[src/shared/eew_pkg.sv]
// Shared constants, types and state encoding for the two-wire memory write front end
package eew_pkg;

    // ==========================================================
    // Bus addressing
    localparam logic [3:0] DEV_TYPE_CODE = 4'hA;
    localparam int BYTE_W = 8;
    localparam int ADDR_W = 12;
    localparam int STRAP_W = 3;
    localparam logic [2:0] BIT_LAST = 3'h7;

    // ==========================================================
    // Byte position within a command
    localparam logic [1:0] IDX_DEV = 2'h0;
    localparam logic [1:0] IDX_ADDR_HI = 2'h1;
    localparam logic [1:0] IDX_ADDR_LO = 2'h2;
    localparam logic [1:0] IDX_DATA = 2'h3;

    // ==========================================================
    // Page buffer layout
    localparam int PAGE_BYTES = 32;
    localparam int OFFSET_W = 5;
    localparam int PAGE_W = ADDR_W - OFFSET_W;

    // ==========================================================
    // Programming time
    localparam int CLK_MHZ = 125;
    localparam int INTERNAL_PROGRAM_TIME_MS = 5;
    localparam int INTERNAL_PROGRAM_CYCLES = INTERNAL_PROGRAM_TIME_MS * 1000 * CLK_MHZ;

    // ==========================================================
    // Positions in the synchronised input vector
    localparam int IN_SCL = 0;
    localparam int IN_SDA = 1;
    localparam int IN_STRAP = 2;
    localparam int IN_GUARD = 5;
    localparam int IN_POR = 6;
    localparam int IN_W = 7;

    // ==========================================================
    // Types
    typedef enum logic [1:0] {ST_IDLE, ST_RECV, ST_ACK, ST_IGNORE} eew_state_t;

    typedef struct packed {
        logic [ADDR_W-1:0] addr;
        logic [BYTE_W-1:0] data;
    } eew_mem_wr_t;

endpackage

[src/design/eew_slave.sv]
// Two-wire bus slave write path with page buffer and programming cycle
`timescale 1ns/1ns
module eew_slave
    import eew_pkg::*;
#(
    parameter int PROG_CYCLES = INTERNAL_PROGRAM_CYCLES
)
(
    input wire logic clk,
    input wire logic rst,
    input wire logic por_ok,
    input wire logic scl_in,
    input wire logic sda_in,
    output logic sda_out,
    output logic sda_oe_n,
    input wire logic chip_select_strap_0,
    input wire logic chip_select_strap_1,
    input wire logic chip_select_strap_2,
    input wire logic write_guard,
    output logic prog_busy,
    output logic mem_wr_en,
    output eew_mem_wr_t mem_wr
);

    localparam int CNT_W = $clog2(PROG_CYCLES + 1);

    logic [IN_W-1:0] raw_in;
    logic [IN_W-1:0] sync_in;
    logic scl_s, sda_s, scl_d_reg, sda_d_reg;
    logic scl_rise, scl_fall, start_det, stop_det, por_low;
    logic [STRAP_W-1:0] straps;
    eew_state_t state_reg;
    logic [2:0] bit_cnt_reg;
    logic byte_done_reg;
    logic [BYTE_W-1:0] shift_reg;
    logic [1:0] byte_idx_reg;
    logic is_write_reg, wp_latched_reg, loaded_reg;
    logic [ADDR_W-1:0] addr_reg;
    logic [BYTE_W-1:0] buf_reg [PAGE_BYTES];
    logic [PAGE_BYTES-1:0] valid_reg;
    logic prog_busy_reg;
    logic [CNT_W-1:0] prog_cnt_reg;
    logic [OFFSET_W:0] commit_idx_reg;
    logic [PAGE_W-1:0] commit_page_reg;
    logic take, ack_now, accept_data, prog_start, prog_done;

    // ==========================================================
    // Input synchronisation
    assign raw_in = {por_ok, write_guard, chip_select_strap_2, chip_select_strap_1, chip_select_strap_0,
                     sda_in, scl_in};

    // Floating straps and guard settle low in the synchroniser
    eew_sync #(.W(IN_W)) u_sync (
        .clk(clk),
        .rst(rst),
        .d(raw_in),
        .q(sync_in)
    );

    assign scl_s = sync_in[IN_SCL];
    assign sda_s = sync_in[IN_SDA];
    assign straps = sync_in[IN_STRAP +: STRAP_W];
    assign por_low = !sync_in[IN_POR];

    // Previous line levels for edge detection
    always_ff @(posedge clk or posedge rst)
    begin
        if (rst)
        begin
            scl_d_reg <= 1'b1;
            sda_d_reg <= 1'b1;
        end
        else
        begin
            scl_d_reg <= scl_s;
            sda_d_reg <= sda_s;
        end
    end

    // ==========================================================
    // Bus event decode
    assign scl_rise = scl_s && !scl_d_reg;
    assign scl_fall = !scl_s && scl_d_reg;
    assign start_det = scl_s && scl_d_reg && sda_d_reg && !sda_s;
    assign stop_det = scl_s && scl_d_reg && !sda_d_reg && sda_s;

    // Acknowledge decision for the byte just received
    always_comb
    begin
        case (byte_idx_reg)
            IDX_DEV: ack_now = (shift_reg[7:4] == DEV_TYPE_CODE) && (shift_reg[3:1] == straps)
                               && !prog_busy_reg;
            IDX_ADDR_HI: ack_now = 1'b1;
            IDX_ADDR_LO: ack_now = 1'b1;
            default: ack_now = !wp_latched_reg;
        endcase
    end

    assign take = scl_fall && byte_done_reg && (state_reg == ST_RECV);
    assign accept_data = take && ack_now && (byte_idx_reg == IDX_DATA);
    assign prog_start = stop_det && is_write_reg && loaded_reg && !prog_busy_reg;
    assign prog_done = prog_busy_reg && (prog_cnt_reg == CNT_W'(PROG_CYCLES - 1));

    // ==========================================================
    // Command sequencer
    always_ff @(posedge clk or posedge rst)
    begin
        if (rst)
        begin
            state_reg <= ST_IDLE;
            byte_idx_reg <= IDX_DEV;
        end
        else if (por_low)
        begin
            state_reg <= ST_IDLE;
            byte_idx_reg <= IDX_DEV;
        end
        else if (start_det)
        begin
            state_reg <= ST_RECV;
            byte_idx_reg <= IDX_DEV;
        end
        else if (stop_det)
        begin
            state_reg <= ST_IDLE;
        end
        else
        begin
            case (state_reg)
                ST_RECV:
                begin
                    if (take)
                    begin
                        state_reg <= ack_now ? ST_ACK : ST_IGNORE;
                    end
                end
                ST_ACK:
                begin
                    if (scl_fall)
                    begin
                        // Read direction is served elsewhere; this path steps aside
                        state_reg <= (byte_idx_reg == IDX_DEV && shift_reg[0]) ? ST_IGNORE : ST_RECV;
                        if (byte_idx_reg != IDX_DATA)
                        begin
                            byte_idx_reg <= byte_idx_reg + 2'h1;
                        end
                    end
                end
                default:
                begin
                    state_reg <= state_reg;
                end
            endcase
        end
    end

    // ==========================================================
    // Bit receiver, sampling on rising clock
    always_ff @(posedge clk or posedge rst)
    begin
        if (rst)
        begin
            bit_cnt_reg <= 3'h0;
            byte_done_reg <= 1'b0;
            shift_reg <= 8'h00;
        end
        else if (por_low || start_det || state_reg != ST_RECV)
        begin
            bit_cnt_reg <= 3'h0;
            byte_done_reg <= 1'b0;
        end
        else if (scl_rise)
        begin
            shift_reg <= {shift_reg[6:0], sda_s};
            bit_cnt_reg <= bit_cnt_reg + 3'h1;
            byte_done_reg <= (bit_cnt_reg == BIT_LAST);
        end
        else if (take)
        begin
            byte_done_reg <= 1'b0;
        end
    end

    // ==========================================================
    // Open-drain data drive, enabled on falling clock only; also released by START, STOP, busy or low supply
    always_ff @(posedge clk or posedge rst)
    begin
        if (rst)
        begin
            sda_out <= 1'b0;
            sda_oe_n <= 1'b1;
        end
        else if (por_low || start_det || stop_det || prog_busy_reg)
        begin
            sda_out <= 1'b0;
            sda_oe_n <= 1'b1;
        end
        else if (take && ack_now)
        begin
            sda_oe_n <= 1'b0;
        end
        else if (state_reg == ST_ACK && scl_fall)
        begin
            sda_oe_n <= 1'b1;
        end
    end

    // ==========================================================
    // Direction, guard strobe and address assembly
    always_ff @(posedge clk or posedge rst)
    begin
        if (rst)
        begin
            is_write_reg <= 1'b0;
            wp_latched_reg <= 1'b0;
            addr_reg <= 12'h000;
        end
        else if (por_low)
        begin
            is_write_reg <= 1'b0;
            wp_latched_reg <= 1'b0;
        end
        else if (start_det)
        begin
            is_write_reg <= 1'b0;
            wp_latched_reg <= 1'b0;
        end
        else
        begin
            if (take && ack_now && byte_idx_reg == IDX_DEV)
            begin
                is_write_reg <= !shift_reg[0];
            end
            if (state_reg == ST_ACK && scl_fall && byte_idx_reg == IDX_ADDR_LO)
            begin
                wp_latched_reg <= sync_in[IN_GUARD];
            end
            if (take && byte_idx_reg == IDX_ADDR_HI)
            begin
                addr_reg[11:8] <= shift_reg[3:0];
            end
            if (take && byte_idx_reg == IDX_ADDR_LO)
            begin
                addr_reg[7:0] <= shift_reg;
            end
            if (accept_data)
            begin
                addr_reg[OFFSET_W-1:0] <= addr_reg[OFFSET_W-1:0] + 5'h01;
            end
        end
    end

    // ==========================================================
    // Page buffer load
    always_ff @(posedge clk or posedge rst)
    begin
        if (rst)
        begin
            valid_reg <= '0;
            loaded_reg <= 1'b0;
            for (int k = 0; k < PAGE_BYTES; k++)
            begin
                buf_reg[k] <= 8'hFF;
            end
        end
        else if (por_low || prog_done || (start_det && !prog_busy_reg))
        begin
            valid_reg <= '0;
            loaded_reg <= 1'b0;
        end
        else if (accept_data)
        begin
            buf_reg[addr_reg[OFFSET_W-1:0]] <= shift_reg;
            valid_reg[addr_reg[OFFSET_W-1:0]] <= 1'b1;
            loaded_reg <= 1'b1;
        end
    end

    // ==========================================================
    // Programming cycle timer
    always_ff @(posedge clk or posedge rst)
    begin
        if (rst)
        begin
            prog_busy_reg <= 1'b0;
            prog_cnt_reg <= '0;
        end
        else if (por_low)
        begin
            prog_busy_reg <= 1'b0;
            prog_cnt_reg <= '0;
        end
        else if (prog_start)
        begin
            prog_busy_reg <= 1'b1;
            prog_cnt_reg <= '0;
        end
        else if (prog_done)
        begin
            prog_busy_reg <= 1'b0;
        end
        else if (prog_busy_reg)
        begin
            prog_cnt_reg <= prog_cnt_reg + CNT_W'(1);
        end
    end

    assign prog_busy = prog_busy_reg;

    // ==========================================================
    // Commit of loaded bytes to the array, one slot per cycle
    always_ff @(posedge clk or posedge rst)
    begin
        if (rst)
        begin
            commit_idx_reg <= 6'h20;
            commit_page_reg <= '0;
            mem_wr_en <= 1'b0;
            mem_wr <= '0;
        end
        else if (por_low)
        begin
            commit_idx_reg <= 6'h20;
            mem_wr_en <= 1'b0;
        end
        else if (prog_start)
        begin
            commit_idx_reg <= 6'h00;
            commit_page_reg <= addr_reg[ADDR_W-1:OFFSET_W];
            mem_wr_en <= 1'b0;
        end
        else if (prog_busy_reg && !commit_idx_reg[OFFSET_W])
        begin
            mem_wr_en <= valid_reg[commit_idx_reg[OFFSET_W-1:0]];
            mem_wr.addr <= {commit_page_reg, commit_idx_reg[OFFSET_W-1:0]};
            mem_wr.data <= buf_reg[commit_idx_reg[OFFSET_W-1:0]];
            commit_idx_reg <= commit_idx_reg + 6'h01;
        end
        else
        begin
            mem_wr_en <= 1'b0;
        end
    end
endmodule

[src/design/eew_sync.sv]
// Two-flop input synchroniser bank; undriven inputs settle low
`timescale 1ns/1ns
module eew_sync
#(
    parameter int W = 1
)
(
    input wire logic clk,
    input wire logic rst,
    input wire logic [W-1:0] d,
    output logic [W-1:0] q
);

    logic [W-1:0] meta_reg;

    // ==========================================================
    // One two-flop chain per bit
    genvar i;
    generate
        for (i = 0; i < W; i++)
        begin : g_bit
            // A floating or unknown level is taken as low
            always_ff @(posedge clk or posedge rst)
            begin
                if (rst)
                begin
                    meta_reg[i] <= 1'b0;
                    q[i] <= 1'b0;
                end
                else
                begin
                    meta_reg[i] <= (d[i] == 1'b1) ? 1'b1 : 1'b0;
                    q[i] <= meta_reg[i];
                end
            end
        end
    endgenerate

endmodule

[config.mk]
export PLATFORM = sky130hd
export DESIGN_NAME = eew_slave
export DESIGN_NICKNAME = d
export VERILOG_FILES = /design/src/shared/eew_pkg.sv /design/src/design/eew_slave.sv /design/src/design/eew_sync.sv
export SDC_FILE = /design/constraint.sdc
export NUM_CORES = 1
export LEC_CHECK = 0
export ABC_CLOCK_PERIOD_IN_PS = 11000
export BUFFER_PORTS_ARGS = -buffer_cell sky130_fd_sc_hd__buf_2
export CAP_MARGIN = 20
export CORE_MARGIN = 2
export CORE_UTILIZATION = 57
export DETAILED_ROUTE_END_ITERATION = 10
export PLACE_DENSITY = 0.76
export SYNTH_ARGS = -nofsm -noshare
export SYNTH_HDL_FRONTEND = slang
export SYNTH_HIERARCHICAL = 1
export SYNTH_SLANG_ARGS = --single-unit
[constraint.sdc]
create_clock -name clk -period 11 [get_ports clk]
set_clock_uncertainty 0.15 [all_clocks]
set_input_delay 1.65 -clock clk [delete_from_list [all_inputs] [get_ports clk]]
set_output_delay 1.65 -clock clk [all_outputs]
set_load 0.05 [all_outputs]
==> reports/metrics.cfg <==
[sta]
worst_pin_slew_ps = 1076
period_needed_ps = 3426
hold_viol_final = 0
slew_violations = 0
fin_crit_sh_pct = 31.14
tns_ps = 0
hold_slack_ps = 197.2
setup_viol = 0
maxSlewHeadroom_pct = 28.26
max_freq_ghz = 0.2919
rsz0062_at_grt = no
final.setup.worst_slack_ps = 7574

[drt]
num_vias = 11000
viasPerCell = 6.360
drt_iter0_drc = 862
routed_wl_mm = 39.03
ant_nets = 0
wire_per_inst_um = 22.58
first_pass_iters = 7
drc = 0

[worst_setup_path]
cp_cell_sequence = and4_1 -> nand4_1 -> o21ai_4 -> buf_4 -> buf_4 -> nor2_2 -> mux2_2
path_max_fanout = 41
cp.required_ps = 11310
arrival_ps = 3730
r2r_slack_ps = 7570
critPathSlowestCell = buf_4
crit_family = buffers and inverters
r2r-end = buf_reg[5]
cpPeakStageDelay_ps = 650
worstRegToRegCells = 7
endpoint_kind = register
critPathLaunchType = register
path_class = reg2reg
timing.rr.start = prog_busy
worst_path_most_repeated_cell = buf_4
crit_buf_inv = 2

[floorplanning]
dieWidth_um = 183.5
start_util_pct = 58.02
core-area_sq_um = 31640
rows = 65
chipHeight_um = 183.5
ios = 33
fp.dieArea_sq_um = 33660

[power]
clkPwrFrac_pct = 47.6
ir_drop_mv = 0.1455
power_mw = 2.910
p_switching_mw = 0.6261
comb_power_share_pct = 2.5
powerDensity_nw_per_um2 = 144.2
p_leak_nw = 8.301
p_int_mw = 2.284
swShare_pct = 21.51
power_frac_seq_pct = 49.9

[cts]
path_clk_slew_ps = 60
postCtsSetupBuffers = 0
h-tree-depth = 2
cts.sinks = 391
cts-root-buf = clkbuf_16
cts_tree = done
clock_path_buffers = 3
cts_made_buffers = 40
cts_resized = 0
clk-insertion-delay-late_ps = 540
cts_hold_buf = 0

[synthesis]
yosys-top-cells-area = dfstp_2, dfrtp_1, mux2_2, mux4_2, nor3_4
syn_area_per_cell_sq_um = 14.23
synth_top_area_share_pct = 37.22
syn_inst = 1290
synth_warnings = 6
synth_fp_nets = 1311
yosys.area.top_type = dfstp_2
ys_types = 60
yosysSeqAreaShare_pct = 55.07
synth_edf_count = 0
yosys_most_used_dff = dfstp_2
netlist_area_sq_um = 18360
async_reset_ff_share_pct = 100.0
ys_ff_latch = 391

[grt]
use_met3_pct = 3.427
grt_overflow = 0
grt-busiest-layer = met2
grt_antenna_before_repair = 3
use_met1_pct = 33.21
grt_pass1_vias = 11360
met2_usage_pct = 40.54
grt_max_degree = 200
grt_pass1_wl_mm = 63.22
grtUsageTotal_pct = 24.09

[finish]
area_growth_pct = 9.931
stdcell_count = 1729
nets = 1317
largest_reg_flops = 256
drive_above_1_share_pct = 57.95
antennaDiodeCount = 0

[hold_path]
worstHoldStart = u_sync/meta_reg[4]
min_path_type = reg2reg
min_delay_path_depth = 0
hold_path_end = u_sync/q[4]

[placement]
hpwl_mm = 23.75
place_ws_ps = 7295
post-place-cells = 1652
portBuffers = 31
place_congestion = 0.7961

[run]
max_cap_violations = 0

[status]
status = complete, no violations

==> layout make-up <==
type	count	area, sq um
Timing Repair Buffer	52	355.3
Multi-Input combinational cell	795	7782
Clock inverter	16	212.7
Clock buffer	57	1145
Tap cell	402	503.0
Inverter	16	63.81
Sequential cell	391	10120
Fill cell	2312	11460
==> worst register-to-register path, cell delays in order, from the launching register on <==
cell and delay, ps:
dfrtp_1 590, and4_1 250, nand4_1 280, o21ai_4 230, buf_4 500, buf_4 680
nor2_2 330, mux2_2 350
==> synth_stat cells (all sizes together) (2+ instances only) <==
| cell | number |
|---|---|
| nor2 | 63 |
| nand3 | 20 |
| or3b | 3 |
| mux4 | 75 |
| clkbuf | 57 |
| mux2i | 13 |
| xnor2 | 4 |
| nor4b | 2 |
| nor3b | 2 |
| o211ai | 3 |
| and3b | 3 |
| o21ai | 24 |
| and2 | 3 |
| inv | 16 |
| o31ai | 8 |
| nand2 | 67 |
| nor4 | 5 |
| xor2 | 8 |
| dfrtp | 131 |
| o32ai | 2 |
| a31oi | 31 |
| buf | 31 |
| nor2b | 7 |
| or4 | 12 |
| or2 | 3 |
| ha | 12 |
| nand2b | 8 |
| o2111ai | 3 |
| mux2 | 282 |
| a221o | 2 |
| and3 | 4 |
| a21oi | 33 |
| nand4 | 5 |
| nand3b | 8 |
| dfstp | 260 |
| o22ai | 22 |
| or3 | 11 |
| nor3 | 36 |
==> cell usage in the layout (no fill, tap or decap), types with 30 or more instances in the layout <==
cell / n
mux2_2: 269
dfstp_2: 260
dfrtp_1: 129
mux4_2: 75
nand2_1: 63
nor2_1: 61
clkbuf_16: 40
a21oi_1: 33
buf_2: 32
a31oi_1: 31
nor3_4: 30
==> how the worst max path moves through the flow <==
stage	end	from	slack, ps	depth (start not counted)
4_1_cts	mem_wr[6]	commit_idx_reg[0]	7580	4
3_3_place_gp	mem_wr[4]	rst	7300	4
2_1_floorplan	addr_reg[0]	rst	4350	1
5_1_grt	mem_wr_en	commit_idx_reg[0]	7400	6
3_5_place_dp	mem_wr[4]	rst	7300	4
6_report	buf_reg[5]	prog_busy	7570	7
==> logic make-up after synthesis <==
| group | Yosys count | synth area share (%) |
|---|---|---|
| buf+inv | 104 | 2.590 |
| xor+xnor | 12 | 0.5726 |
| fa+ha+maj | 12 | 0.8179 |
| other cells | 1 | 0.02043 |
| simple gates | 264 | 9.175 |
| compound gates | 136 | 4.540 |
| mux | 370 | 27.21 |
| flops | 391 | 55.07 |
==> power by group through the flow <==
stage               clock network [mW]  registers [mW]  logic, mW
floorplan                            0            1.47     0.0533
global placement                     0            1.47     0.0724
detailed placement                   0            1.47     0.0735
CTS                               1.42            1.45     0.0738
global route                      1.48            1.45     0.0814
finish                            1.39            1.45     0.0722
==> metrics by stage <==
step                      cell area (sq um)  utilization [%]
after detailed placement              18770            59.34
after global placement                18770            59.34
final                                 20180            63.78
after floorplan                       18360                -
after global routing                  20180            63.78
after CTS                             20130            63.63
==> routing by layer <==
layer / wire length [um] / part of all wire [%]
met4: 986 / 2.5
met3: 1854 / 4.7
met1: 16510 / 42
met5: 10 / 0.026
met2: 19670 / 50
Power figures use the tool's default switching activity.
